## config.mk

```make
export PLATFORM = sky130hd
export DESIGN_NAME = acst_sequencer
export DESIGN_NICKNAME = d
export VERILOG_FILES = /design/src/hw/acst_pkg.sv /design/src/hw/acst_sequencer.sv
export SDC_FILE = /design/constraint.sdc
export NUM_CORES = 1
export LEC_CHECK = 0
export ABC_AREA = 0
export ABC_CLOCK_PERIOD_IN_PS = 1950
export BUFFER_PORTS_ARGS = -buffer_cell sky130_fd_sc_hd__buf_2
export CORE_MARGIN = 5
export CORE_UTILIZATION = 57
export DETAILED_ROUTE_END_ITERATION = 7
export PLACE_DENSITY = 0.79
export SETUP_SLACK_MARGIN = 0.02
export SKIP_LAST_GASP = 1
export SLEW_MARGIN = 10
export SYNTH_ARGS = -nofsm -noshare
export SYNTH_HDL_FRONTEND = slang
export SYNTH_SLANG_ARGS = --single-unit
```

## constraint.sdc

```tcl
create_clock -name clock -period 1.95 [get_ports clock]
set_input_delay 0.0975 -clock clock [delete_from_list [all_inputs] [get_ports clock]]
set_output_delay 0.0975 -clock clock [all_outputs]
set_load 0.05 [all_outputs]
```

## src/hw/acst_pkg.sv

```systemverilog
/*
 * Constants, modes, states and the state record of the converter
 * sequencer. Assumes a single 125 MHz bus clock; the converter clock is
 * derived inside the sequencer from the bus clock or from an oscillator
 * level that is sampled on the bus clock.
 */
// What this block does
// - Conversion phase lasts 12.5 converter clock periods after sampling ends.
// - Total time spans 14 to 252 cycles; sampling is 1.5 to 239.5 cycles.
// - End-of-conversion flag rises exactly when the result register loads.
// - Oscillator clock: result ready 1.5 converter cycles plus 2 to 3 bus cycles.
// - Latency is 5 bus cycles at divide-by-2 and 9 at divide-by-4 (4.5 and 8.5 rounded up).
// - Calibration lasts 83 converter cycles; access latency comes on top.
// - With the oscillator, conversion start may slip up to half an oscillator cycle.
package acst_pkg;

    // ------------------------------------------------------------------
    // Converter clock sources
    // ------------------------------------------------------------------
    typedef enum logic [1:0] {
        ACST_SRC_OSC = 2'b00,
        ACST_SRC_DIV2 = 2'b01,
        ACST_SRC_DIV4 = 2'b10
    } acst_src_type;

    // ------------------------------------------------------------------
    // Timing, counted in half converter cycles unless noted
    // ------------------------------------------------------------------
    localparam int HALF_W = 9;
    localparam logic [HALF_W-1:0] SAMPLE_HALF_MIN = 9'h003; // 1.5 cycles
    localparam logic [HALF_W-1:0] SAMPLE_HALF_MAX = 9'h1DF; // 239.5 cycles
    localparam logic [HALF_W-1:0] CONV_HALVES = 9'h019; // 12.5 cycles
    localparam logic [HALF_W-1:0] CAL_HALVES = 9'h0A6; // 83 cycles
    localparam logic [HALF_W-1:0] LAT_OSC_HALVES = 9'h003; // 1.5 cycles
    // Bus cycle counts of the result transfer
    localparam logic [3:0] LAT_OSC_BUS = 4'h2;
    localparam logic [3:0] LAT_DIV2_BUS = 4'h5; // 4.5 rounded up
    localparam logic [3:0] LAT_DIV4_BUS = 4'h9; // 8.5 rounded up
    localparam int RESULT_W = 12;

    // ------------------------------------------------------------------
    // Sequencer states
    // ------------------------------------------------------------------
    typedef enum logic [2:0] {
        ACST_IDLE = 3'b000,
        ACST_ARMED = 3'b001,
        ACST_SAMPLE = 3'b010,
        ACST_CONVERT = 3'b011,
        ACST_OSC_LAT = 3'b100,
        ACST_BUS_LAT = 3'b101,
        ACST_CAL = 3'b110
    } acst_state_type;

    // ------------------------------------------------------------------
    // Module state, apart from the reset release registers
    // ------------------------------------------------------------------
    typedef struct packed {
        acst_state_type state;
        logic [HALF_W-1:0] half_cnt;
        logic [HALF_W-1:0] sample_len;
        logic [3:0] bus_cnt;
        logic div_cnt;
        logic osc_meta;
        logic osc_sync;
        logic osc_prev;
        logic [RESULT_W-1:0] result;
        logic eoc;
        logic busy;
        logic sampling;
        logic calibrating;
        logic cal_done;
    } acst_regs_type;

    localparam acst_regs_type REGS_RESET = '{
        state: ACST_IDLE,
        half_cnt: 9'h000,
        sample_len: SAMPLE_HALF_MIN,
        bus_cnt: 4'h0,
        div_cnt: 1'b0,
        osc_meta: 1'b0,
        osc_sync: 1'b0,
        osc_prev: 1'b0,
        result: 12'h000,
        eoc: 1'b0,
        busy: 1'b0,
        sampling: 1'b0,
        calibrating: 1'b0,
        cal_done: 1'b0
    };

endpackage : acst_pkg

```

## src/hw/acst_sequencer.sv

```systemverilog
/*
 * Conversion sequencer of a 12-bit successive-approximation converter:
 * sampling, conversion, result transfer with end-of-conversion flag,
 * and calibration. Assumes all inputs synchronous to the bus clock
 * except the reset and the oscillator level, both synchronised here, and a
 * converter code that is stable when the conversion phase ends.
 * The clock source and sampling length must not change while busy;
 * the sampling length is latched at the trigger, the source is not.
 */
`timescale 1ns/1ns
module acst_sequencer (
    // Clock and reset
    input wire logic clock,
    input wire logic rst_b,
    // Configuration
    input wire acst_pkg::acst_src_type clock_source,
    input wire logic [acst_pkg::HALF_W-1:0] sample_halves,
    // Oscillator level and analog code
    input wire logic osc_level,
    input wire logic [acst_pkg::RESULT_W-1:0] analog_code,
    // Requests
    input wire logic trigger,
    input wire logic start_calibration,
    // Result and status
    output logic [acst_pkg::RESULT_W-1:0] conversion_result_register,
    output logic end_of_conversion,
    output logic busy,
    output logic sampling,
    output logic calibrating,
    output logic calibration_done
);

    // ------------------------------------------------------------------
    // Reset release
    // ------------------------------------------------------------------
    logic rst_meta_reg;
    logic rst_sync_b_reg;

    // Assert at once, release two edges later, so no register leaves
    // reset on an edge that the raw reset pin could race
    always_ff @(posedge clock or negedge rst_b) begin
        if (!rst_b) begin
            rst_meta_reg <= 1'b0;
            rst_sync_b_reg <= 1'b0;
        end else begin
            rst_meta_reg <= 1'b1;
            rst_sync_b_reg <= rst_meta_reg;
        end
    end

    // ------------------------------------------------------------------
    // Sequencer
    // ------------------------------------------------------------------
    acst_pkg::acst_regs_type regs_reg;
    acst_pkg::acst_regs_type regs_next;
    logic half_tick;
    logic [acst_pkg::HALF_W-1:0] len_clamped;
    logic [3:0] lat_bus_len;

    // Half converter cycle strobe for the selected source
    // Oscillator: one strobe per synchronised level change, so both edges
    // count and a skewed duty cycle skews the half cycles with it
    always_comb begin
        case (clock_source)
            acst_pkg::ACST_SRC_OSC:
                half_tick = regs_reg.osc_sync ^ regs_reg.osc_prev;
            acst_pkg::ACST_SRC_DIV2: half_tick = 1'b1;
            acst_pkg::ACST_SRC_DIV4: half_tick = regs_reg.div_cnt;
            default: half_tick = 1'b0;
        endcase
    end

    // Sampling length held to its legal range
    always_comb begin
        if (sample_halves < acst_pkg::SAMPLE_HALF_MIN) begin
            len_clamped = acst_pkg::SAMPLE_HALF_MIN;
        end else if (sample_halves > acst_pkg::SAMPLE_HALF_MAX) begin
            len_clamped = acst_pkg::SAMPLE_HALF_MAX;
        end else begin
            len_clamped = sample_halves;
        end
    end

    // Phase order: idle, armed until the next converter half edge,
    // sampling, conversion, then the result transfer. The oscillator path
    // spends three more half edges before its bus count starts, so its
    // 1.5 converter cycles run on the converter clock itself.
    // The source is read live; a change mid-conversion stretches or
    // shortens the phase in progress, so software must hold it.
    // Next state; pulses drop after one cycle
    always_comb begin
        regs_next = regs_reg;
        regs_next.eoc = 1'b0;
        regs_next.cal_done = 1'b0;
        // Oscillator synchroniser, first stage read only by the second
        regs_next.osc_meta = osc_level;
        regs_next.osc_sync = regs_reg.osc_meta;
        regs_next.osc_prev = regs_reg.osc_sync;
        regs_next.div_cnt = ~regs_reg.div_cnt;
        case (regs_reg.state)
            acst_pkg::ACST_IDLE: begin
                if (start_calibration) begin
                    regs_next.state = acst_pkg::ACST_CAL;
                    regs_next.half_cnt = '0;
                    regs_next.calibrating = 1'b1;
                    regs_next.busy = 1'b1;
                end else if (trigger) begin
                    // Start waits for the next converter edge
                    regs_next.state = acst_pkg::ACST_ARMED;
                    regs_next.sample_len = len_clamped;
                    regs_next.busy = 1'b1;
                end
            end
            acst_pkg::ACST_ARMED: begin
                if (half_tick) begin
                    regs_next.state = acst_pkg::ACST_SAMPLE;
                    regs_next.half_cnt = '0;
                    regs_next.sampling = 1'b1;
                end
            end
            acst_pkg::ACST_SAMPLE: begin
                // Triggers are not looked at here
                if (half_tick) begin
                    if (regs_reg.half_cnt == regs_reg.sample_len - 9'h001) begin
                        regs_next.state = acst_pkg::ACST_CONVERT;
                        regs_next.half_cnt = '0;
                        regs_next.sampling = 1'b0;
                    end else begin
                        regs_next.half_cnt = regs_reg.half_cnt + 9'h001;
                    end
                end
            end
            acst_pkg::ACST_CONVERT: begin
                if (half_tick) begin
                    if (regs_reg.half_cnt == acst_pkg::CONV_HALVES - 9'h001) begin
                        regs_next.half_cnt = '0;
                        if (clock_source == acst_pkg::ACST_SRC_OSC) begin
                            regs_next.state = acst_pkg::ACST_OSC_LAT;
                        end else begin
                            regs_next.state = acst_pkg::ACST_BUS_LAT;
                        end
                        // Loaded here, spent after any oscillator halves
                        regs_next.bus_cnt = lat_bus_len;
                    end else begin
                        regs_next.half_cnt = regs_reg.half_cnt + 9'h001;
                    end
                end
            end
            acst_pkg::ACST_OSC_LAT: begin
                // The 1.5 converter cycles run on the oscillator edges
                if (half_tick) begin
                    if (regs_reg.half_cnt ==
                        acst_pkg::LAT_OSC_HALVES - 9'h001) begin
                        regs_next.state = acst_pkg::ACST_BUS_LAT;
                    end else begin
                        regs_next.half_cnt = regs_reg.half_cnt + 9'h001;
                    end
                end
            end
            acst_pkg::ACST_BUS_LAT: begin
                if (regs_reg.bus_cnt <= 4'h1) begin
                    // Flag and data move together
                    regs_next.result = analog_code;
                    regs_next.eoc = 1'b1;
                    regs_next.busy = 1'b0;
                    regs_next.state = acst_pkg::ACST_IDLE;
                end else begin
                    regs_next.bus_cnt = regs_reg.bus_cnt - 4'h1;
                end
            end
            acst_pkg::ACST_CAL: begin
                // Only converter activity is counted here
                if (half_tick) begin
                    if (regs_reg.half_cnt == acst_pkg::CAL_HALVES - 9'h001) begin
                        regs_next.state = acst_pkg::ACST_IDLE;
                        regs_next.calibrating = 1'b0;
                        regs_next.busy = 1'b0;
                        regs_next.cal_done = 1'b1;
                    end else begin
                        regs_next.half_cnt = regs_reg.half_cnt + 9'h001;
                    end
                end
            end
            default: begin
                regs_next = acst_pkg::REGS_RESET;
            end
        endcase
    end

    // State register
    always_ff @(posedge clock or negedge rst_sync_b_reg) begin
        if (!rst_sync_b_reg) begin
            regs_reg <= acst_pkg::REGS_RESET;
        end else begin
            regs_reg <= regs_next;
        end
    end

    // ------------------------------------------------------------------
    // Result transfer latency
    // ------------------------------------------------------------------
    // Bus cycles after the converter phases; 4.5 and 8.5 round up so the
    // flag is never early, at the cost of half a bus cycle
    always_comb begin
        case (clock_source)
            acst_pkg::ACST_SRC_OSC:
                lat_bus_len = acst_pkg::LAT_OSC_BUS;
            acst_pkg::ACST_SRC_DIV2:
                lat_bus_len = acst_pkg::LAT_DIV2_BUS;
            acst_pkg::ACST_SRC_DIV4:
                lat_bus_len = acst_pkg::LAT_DIV4_BUS;
            default: lat_bus_len = acst_pkg::LAT_DIV4_BUS;
        endcase
    end

    // ------------------------------------------------------------------
    // Outputs, straight from the state register
    // ------------------------------------------------------------------
    assign conversion_result_register = regs_reg.result;
    assign end_of_conversion = regs_reg.eoc;
    assign busy = regs_reg.busy;
    assign sampling = regs_reg.sampling;
    assign calibrating = regs_reg.calibrating;
    assign calibration_done = regs_reg.cal_done;

endmodule : acst_sequencer

```

==> impl_metrics.json, run 1 <==
{
  "status": "complete, but fails checks",
  "violations": "negative setup slack",
  "yosysTopAreaCellShare_pct": 40.4,
  "clock-sinks": 48,
  "yosys_most_used_dff": "dfrtp_1",
  "largest_reg_flops": 29,
  "hold-worst-slack_ps": 5.87,
  "max-slew-margin-rel_pct": 56.8,
  "cts_tree": "done",
  "crit_fanout": 5,
  "vdd_drop_max_uv": 922,
  "async_reset_ff_share_pct": 100,
  "drv_slew": 0,
  "worstPathArrival_ps": 2560,
  "netlist_top_cells_count": "46 x dfrtp_1, 31 x nand2_1, 23 x nor2_1",
  "place_congestion": 0.875,
  "dp_slack_ps": -397,
  "synth_fp_nets": 350,
  "postSynthAreaPerCell_um2": 9.06,
  "tightest_slew_ps": 648,
  "antenna_found_initial": 0,
  "maxCapViolCount": 0,
  "tns_ps": -4000,
  "yosysMostFrequentCell": "dfrtp_1",
  "worstSkewPairLatency_ps": 300,
  "yosysTopAreaCell": "dfrtp_1",
  "rsz0062_at_grt": "true",
  "vias": 2754,
  "placedCellCount": 457,
  "cp-start-kind": "register",
  "p_per_area_nw_per_um2": 1600,
  "clock_path_buffers": 2,
  "grt_max_degree": 30,
  "drive_gt1_share_pct": 38.1,
  "yosys_warnings": 0,
  "power.leakage_nw": 1.82,
  "drt_first_pass_iters": 5,
  "final-hold-violation-count": 0,
  "fp.dieArea_um2": 6520,
  "cts-root-buf": "clkbuf_8",
  "fin_cells": 474,
  "synthTopCellsByArea": "dfrtp_1 40%, a22o_1 4.9%, nand2_1 4.1%",
  "cp.required_ps": 2140,
  "htreeDepth": 2,
  "num_rows": 25,
  "drt-total-wl_mm": 7.42,
  "clock_skew_ps": 9.31,
  "crit_type": "reg2reg",
  "fin_crit_ps": 2370,
  "fin_nets": 441,
  "cp-end-kind": "register",
  "gr-total-overflow": 0,
  "port_buffers": 44,
  "first_global_vias": 2593,
  "via_per_inst": 5.81,
  "cts_buffers": 5,
  "drc": 0,
  "cts.clk_slew.worst_paths_ps": 100,
  "dp_hpwl_mm": 5.21,
  "fmax_mhz": 422,
  "setup_violations": 14,
  "fill_cells": 307,
  "setup_ws_ps": -420,
  "synth_area_um2": 2850,
  "synth-edff-count": 0,
  "area_delta_synth_final_pct": 32.0,
  "io_pins": 45,
  "grtUsageTotal_pct": 23.3,
  "ys_seq_area_share_pct": 42.2,
  "start_util_pct": 59.6,
  "die_h_um": 80.7,
  "diodes": 0,
  "syn-instance-count": 315,
  "die_w_um": 80.7,
  "fin_crit_sh_pct": 122,
  "drt-initial-drc-count": 251,
  "coreArea_um2": 4790,
  "wl_per_cell_um": 15.7,
  "min_path_type": "in2reg",
  "ant_nets": 0,
  "grt_pass1_wl_mm": 11.9,
  "synth_seq_cells": 48,
  "utilization_pct": 78.7,
  "synth_cell_types": 58
}
## where the power goes
part / internal, W / switching (W)
Combinational: 0.00171 / 0.00202
Sequential: 0.00130 / 0.000250
Clock: 0.000387 / 0.000359
## timing repair
item / CTS / global route
buffers inserted: 2 / 6
setup endpoints to repair: 31 / 34
hold endpoints to repair: 2 / 0
gates resized for setup: 7 / 23
pin swaps: 6 / 6
hold buffers: 1 / 0
## cells by family after synthesis
kind of cell | synth area share (%)
and+or+nand+nor | 21.6
other | 0.131
muxes | 1.23
DFF | 42.2
adders and majority gates | 3.07
AOI/OAI and AO/OA | 21.7
buffers and inverters | 6.71
xor gates and xnor gates | 3.38
## cells in the final DEF (no fill, tap or decap), drive strengths merged, types with 5 or more instances in the layout
cell type	n
o21bai	5
a22o	16
inv	10
o21ai	21
nor3	11
clkbuf	5
buf	111
dfrtp	46
or3	6
nor2	24
a21oi	17
xnor2	9
nor2b	9
a31oi	5
ha	7
nand2	31
nand3	10
## stage by stage
stage / total power, W / cell area, um2
after floorplan: 0.00375 / 2880
after global placement: 0.00478 / 3480
after detailed placement: 0.00488 / 3480
after CTS: 0.00574 / 3640
after global routing: 0.00640 / 3760
final: 0.00602 / 3760
## area by class of cell
| cell class | count | area (um2) | area share [%] |
|---|---|---|---|
| Clock buffer | 5 | 68.8 | 1.83 |
| Clock inverter | 3 | 47.5 | 1.26 |
| Inverter | 11 | 41.3 | 1.10 |
| Multi-Input combinational cell | 228 | 1570 | 41.7 |
| Sequential cell | 48 | 1210 | 32.1 |
| Tap cell | 67 | 83.8 | 2.23 |
| Timing Repair Buffer | 112 | 744 | 19.8 |
## critical path, stage by stage, from the launching register on
cell and delay (ps):
dfrtp_1 390, or3_4 390, or3_4 380, a2111oi_4 340, a21oi_2 120, nor3_4 240
buf_6 150, o21bai_1 80, a22o_1 180
## routing by layer
layer / track usage (%) / wire length, um
met1: 31.7 / 3140
met2: 38.4 / 3590
met3: 4.66 / 607
met4: 5.74 / 89
met5: 0 / 0
## worst paths after layout
check	startpoint	endpoint	slack, ps	cells past startpoint
hold / removal	analog_code[0]	conversion_result_register[0]	6	2
hold reg to reg	rst_sync_b_reg	regs_reg[20]	300	0
max in group asynchronous	rst_sync_b_reg	conversion_result_register[1]	1010	1
setup reg to reg	regs_reg[29]	regs_reg[40]	-420	8
min in group asynchronous	rst_b	rst_sync_b_reg	100	2
setup / recovery	regs_reg[29]	regs_reg[40]	-420	8
Power figures use the tool's default switching activity.
==> run 2, diff against run 1 <==
- ABC_CLOCK_PERIOD_IN_PS: 1950 -> 1900
- CORE_UTILIZATION: 57 -> 51
- GPL_TIMING_DRIVEN: default -> 0
- PLACE_DENSITY: 0.79 -> 0.75
- clock period: 1.95 -> 1.9 ns (I/O delays scaled with it)
==> run 2 against run 1 <==
Combinational power shrank 5.9%. Total power shrank 1.0%. The run still ends with negative setup slack left. Global-route usage shrank 3.2 points. Sequential share of layout area grew 0.88 points. Worst hold slack is essentially flat. Die area grew 10%. Sequential power grew 8%. Largest power group unchanged.
==> impl_metrics.json, run 2 (synthesized netlist as in run 1, its figures left out) <==
{
  "ant_nets": 0,
  "wl_met1_mm": 3.10,
  "power_switching_w": 0.00262,
  "dp_slack_ps": -699,
  "via_per_inst": 5.68,
  "rsz0062_at_grt": "true",
  "layout_commonest_cell": "buf_2",
  "crit_fanout": 5,
  "top_layer_used": "met4",
  "grt_max_degree": 37,
  "die_w_um": 84.8,
  "rr_endpoint": "regs_reg[34]",
  "cts-root-buf": "clkbuf_8",
  "diodes": 0,
  "start_util_pct": 52.1,
  "first_global_vias": 2554,
  "worstPathArrival_ps": 2700,
  "clock_path_buffers": 2,
  "port_buffers": 44,
  "maxCapViolCount": 0,
  "final-hold-violation-count": 0,
  "clkPwrFrac_pct": 13.2,
  "r2r_cells": 8,
  "drt-initial-drc-count": 211,
  "most-common-layout-cells": "45 x buf_2, 42 x dfrtp_1, 32 x buf_4, 30 x nand2_1, 22 x nor2_1",
  "place_congestion": 0.873,
  "fin_area_um2": 3670,
  "io_pins": 45,
  "fp.dieArea_um2": 7190,
  "p_per_area_nw_per_um2": 1630,
  "cts.clk_slew.worst_paths_ps": 100,
  "setup_ws_ps": -601,
  "tns_ps": -6190,
  "vdd_drop_max_uv": 689,
  "switching_share_pct": 44.0,
  "status": "complete, but fails checks",
  "drt-total-wl_mm": 7.04,
  "die_h_um": 84.8,
  "cp.required_ps": 2100,
  "drt_first_pass_iters": 4,
  "fin_crit_sh_pct": 132,
  "endpoint": "regs_reg[34]",
  "crit_type": "reg2reg",
  "placed_area_um2": 3220,
  "dp_hpwl_mm": 4.69,
  "grt_pass1_wl_mm": 11.9,
  "coreArea_um2": 5470,
  "fmax_mhz": 400,
  "num_rows": 27,
  "fin_nets": 421,
  "p_int_w": 0.00334,
  "min_path_type": "in2reg",
  "drive_gt1_share_pct": 35.4,
  "violations": "negative setup slack",
  "area_delta_synth_final_pct": 28.6,
  "r2r_start": "regs_reg[28]",
  "antenna_found_initial": 0,
  "grtUsageTotal_pct": 20.1,
  "seqPwrFrac_pct": 28.0,
  "clock-sinks": 48,
  "htreeDepth": 2,
  "drv_slew": 0,
  "vias": 2605,
  "regToRegSetupSlack_ps": -600,
  "cts_buffers": 5,
  "dr_wl_met3_um": 373,
  "gr-total-overflow": 0,
  "p_comb_share_pct": 58.8,
  "clock_skew_ps": 9.63,
  "power_w": 0.00596,
  "wl_per_cell_um": 15.3,
  "wl_met2_mm": 3.46,
  "cp-start-kind": "register",
  "cp-startpoint": "regs_reg[28]",
  "cts_tree": "done",
  "fin_crit_ps": 2500,
  "utilization_pct": 67.0,
  "cp-end-kind": "register",
  "setup_violations": 14,
  "drc": 0,
  "largest_reg_flops": 29,
  "worstSkewPairLatency_ps": 310,
  "power.leakage_nw": 1.73
}
-- run 2: changes by cell type in the layout (fill, tap and decap cells not counted), sizes merged --
cell	delta
buf	-31
clkbuf	+9
dlygate4sd3	+3
clkinv	-1
-- run 2: worst min path at each step --
stage                    start                             end  slack [ps]  cells past startpoint
2_1_floorplan            rst_b                    rst_meta_reg        -200                      0
3_3_place_gp             rst_b                    rst_meta_reg        -120                      1
3_5_place_dp             rst_b                    rst_meta_reg        -120                      1
4_1_cts         analog_code[7]   conversion_result_register[7]           2                      2
5_1_grt        analog_code[11]  conversion_result_register[11]           2                      2
6_report        analog_code[1]   conversion_result_register[1]           6                      2
-- run 2: repair_timing --
item                                    4_1_cts  5_1_grt
hold buffers                                  3        1
gates resized for setup                      37       13
endpoints found under the setup margin       39       36
setup buffers                                19        2
endpoints found under the hold margin         4        1
pin swaps                                    11        4
-- run 2: power groups by stage --
stage / registers, W / clock network, W / logic (W)
final: 0.00167 / 0.000789 / 0.00351
after global routing: 0.00171 / 0.000850 / 0.00382
after CTS: 0.00164 / 0.000801 / 0.00338
after detailed placement: 0.00160 / 0 / 0.00286
after global placement: 0.00160 / 0 / 0.00279
after floorplan: 0.00164 / 0 / 0.00222
-- run 2: stage by stage --
| stage | hold slack [ps] | cells |
|---|---|---|
| 6_report | 6.15 | 459 |
| 2_1_floorplan | -201 | 315 |
| 5_1_grt | 2.29 | 459 |
| 3_5_place_dp | -118 | 432 |
| 4_1_cts | 2.41 | 457 |
| 3_3_place_gp | -119 | 431 |
-- run 2: critical path: stages, from the launching register on --
cell,delay [ps]
dfrtp_1,420
or3_4,380
or3_4,380
a2111oi_4,370
a21oi_2,130
nor3_4,280
buf_6,150
nor2_4,40
mux2_4,260
-- run 2: metal layers --
layer,vias to the layer above,global-route usage (%)
met5,-,0
met1,1263,27.3
met3,10,4.02
met2,76,33.4
met4,0,4.17
li1,1256,-
-- run 2: final cells by class --
| class | instances | area, um2 |
|---|---|---|
| Sequential cell | 48 | 1210 |
| Clock buffer | 6 | 82.6 |
| Buffer | 22 | 158 |
| Timing Repair Buffer | 70 | 445 |
| Inverter | 11 | 42.5 |
| Multi-Input combinational cell | 228 | 1600 |
| Fill cell | 434 | 1800 |
| Tap cell | 72 | 90.1 |
| Clock inverter | 2 | 38.8 |
==> run 3, diff against run 2 <==
- ABC_AREA: 0 -> 1
- CORE_UTILIZATION: 51 -> 52
- PLACE_DENSITY: 0.75 -> 0.76
==> run 3 against run 2 <==
The flow still finishes with violations (negative setup slack). Worst hold slack got worse by 0.78 ps. Design area fell by 1.7%. Critical path depth rose by 7. Register-to-register slack improved by 590 ps. Sequential share of layout area rose by 0.46 points. Wire length fell by 4.1%. Fmax rose by 31%. Synthesized area rose by 7.0%. Via count rose by 6.0%.
==> impl_metrics.json, run 3 <==
{
  "clock-sinks": 48,
  "crit_fanout": 8,
  "fin_cells": 563,
  "async_reset_ff_share_pct": 100,
  "placedCellCount": 548,
  "yosysTopAreaCell": "dfrtp_1",
  "synth_fp_nets": 463,
  "worstSkewPairLatency_ps": 300,
  "layout_commonest_cell": "nand2_1",
  "crit_chain": "inv_4 > ha_4 > inv_2 > nand2_1 > nand2_1 > nor2_1 > nand2_1 > nor2_1 > nand2_1 > nor2_2 > nand2_2 > nand2_4 > nand2_4 > nand2_1 > nand2_1",
  "synth_cell_types": 35,
  "most-common-layout-cells": "127 x nand2_1, 45 x inv_1, 45 x buf_2, 45 x dfrtp_1, 40 x nor2_1",
  "slowest_delay_ps": 570,
  "yosys_warnings": 0,
  "netlist_top_cells_count": "133 x nand2_1, 48 x inv_1, 46 x dfrtp_1",
  "cp-start-kind": "register",
  "synth_area_um2": 3050,
  "final-hold-violation-count": 0,
  "coreArea_um2": 5820,
  "cp.required_ps": 2100,
  "cts-root-buf": "clkbuf_8",
  "drt_first_pass_iters": 5,
  "drive_gt1_share_pct": 25.6,
  "fin_nets": 522,
  "setup_ws_ps": -14.7,
  "place_congestion": 0.979,
  "max-slew-margin-rel_pct": 42.7,
  "num_rows": 28,
  "dp_hpwl_mm": 5.25,
  "tightest_slew_ps": 852,
  "cp_common_cell": "nand2_1",
  "ant_nets": 0,
  "power_w": 0.00555,
  "via_per_inst": 4.91,
  "synthMuxAreaShare_pct": 0,
  "worstPathArrival_ps": 2110,
  "cts.clk_slew.worst_paths_ps": 90,
  "synthXorXnorAreaFrac_pct": 3.44,
  "antenna_found_initial": 0,
  "vias": 2762,
  "yosysMostFrequentCell": "nand2_1",
  "rsz0062_at_grt": "true",
  "fin_crit_sh_pct": 101,
  "start_util_pct": 52.5,
  "grt_pass1_wl_mm": 11.8,
  "vdd_drop_max_uv": 986,
  "cts_buffers": 5,
  "power.leakage_nw": 1.88,
  "largest_reg_flops": 29,
  "synth_top_family_by_area": "simple AND/OR/NAND/NOR gates",
  "first_global_vias": 2620,
  "drv_slew": 0,
  "cp-end-kind": "register",
  "synthAdderAreaFrac_pct": 2.87,
  "status": "complete, but fails checks",
  "clock_path_buffers": 2,
  "min_path_type": "in2reg",
  "port_buffers": 44,
  "drc": 0,
  "cts_tree": "done",
  "grt_max_degree": 25,
  "grtUsageTotal_pct": 19.6,
  "p_per_area_nw_per_um2": 1540,
  "synth_compound_area_share_pct": 7.83,
  "gr-total-overflow": 0,
  "syn-instance-count": 428,
  "htreeDepth": 2,
  "yosys.area_share.simple_pct": 33.9,
  "fin_crit_ps": 1910,
  "maxCapViolCount": 0,
  "fmax_mhz": 522,
  "yosysTopAreaCellShare_pct": 37.7,
  "wl_per_cell_um": 12.0,
  "yosys_most_used_dff": "dfrtp_1",
  "violations": "negative setup slack",
  "clock_skew_ps": 6.43,
  "drt-total-wl_mm": 6.75,
  "slowest_stage": "dfstp_2",
  "postSynthAreaPerCell_um2": 7.13,
  "crit_type": "reg2reg",
  "die_w_um": 86.6,
  "drt-initial-drc-count": 129,
  "area_delta_synth_final_pct": 18.2,
  "setup_violations": 3,
  "die_h_um": 86.6,
  "io_pins": 45,
  "fp.dieArea_um2": 7500,
  "synth-edff-count": 0,
  "ys_seq_area_share_pct": 39.4,
  "synth_seq_cells": 48,
  "diodes": 0,
  "synthTopCellsByArea": "dfrtp_1 38%, nand2_1 16%, inv_1 5.9%"
}
-- run 3: timing repair --
item                                    CTS  global route
endpoints found under the setup margin   13            22
cloned                                    1             0
gates resized for setup                   6            10
hold endpoints to repair                  5             0
pin swaps                                10             6
hold buffers                              4             0
buffers inserted                          2             0
-- run 3: cell families (layout without fill, tap and decap cells) --
group,Yosys count,count (layout)
and+or+nand+nor,234,235
buffers and inverters,83,142
DFF,48,48
AOI/OAI and AO/OA,43,43
xor gates and xnor gates,12,12
adders and majority gates,7,7
other,1,1
-- run 3: final cells by class --
| class | count | area, um2 |
|---|---|---|
| Fill cell | 546 | 2210 |
| Multi-Input combinational cell | 298 | 1530 |
| Sequential cell | 48 | 1200 |
| Timing Repair Buffer | 51 | 303 |
| Inverter | 65 | 246 |
| Buffer | 18 | 133 |
| Tap cell | 75 | 93.8 |
| Clock buffer | 5 | 68.8 |
| Clock inverter | 3 | 23.8 |
-- run 3: routing by layer --
metal | GRT usage [%] | part of all wire, % | wire [um]
met5 | 0 | 0 | 0
met4 | 4.82 | 1.0 | 69
met3 | 2.95 | 5.5 | 368
met2 | 31.8 | 48 | 3210
met1 | 27.7 | 46 | 3100
-- run 3: worst paths after layout --
kind	from	end	slack (ps)	cells after the start
setup / recovery	regs_reg[25]	regs_reg[42]	-10	15
hold / removal	analog_code[0]	conversion_result_register[0]	5	3
setup reg to reg	regs_reg[25]	regs_reg[42]	-10	15
hold reg to reg	rst_sync_b_reg	busy	270	0
max in group asynchronous	rst_sync_b_reg	regs_reg[25]	1050	1
min in group asynchronous	rst_b	rst_meta_reg	90	2
-- run 3: metrics by stage --
stage               util [%]  setup TNS (ps)  setup WS [ps]  hold WS [ps]  area [um2]
floorplan                  -               0            102          -201        3050
global placement        57.9           -1890          -80.7          -120        3370
detailed placement      58.4           -1110           -107          -114        3390
CTS                     61.4            -351          -50.6         0.843        3570
global route            62.0           -2020           -175          7.59        3610
finish                  62.0           -30.1          -14.7          5.37        3610
-- run 3: power breakdown --
group          switching (W)  internal, W  total (W)  leakage [nW]
Clock               0.000355     0.000261   0.000616        0.0404
Combinational        0.00214      0.00112    0.00326          1.23
Sequential          0.000287      0.00139    0.00168         0.616
Total                0.00278      0.00277    0.00555          1.88
-- run 3: critical path, delay by kind of cell (launching register included) --
kind | cells | cell delay (ps)
DFF | 1 | 570
adders and majority gates | 1 | 260
and+or+nand+nor | 12 | 890
buffers and inverters | 2 | 70
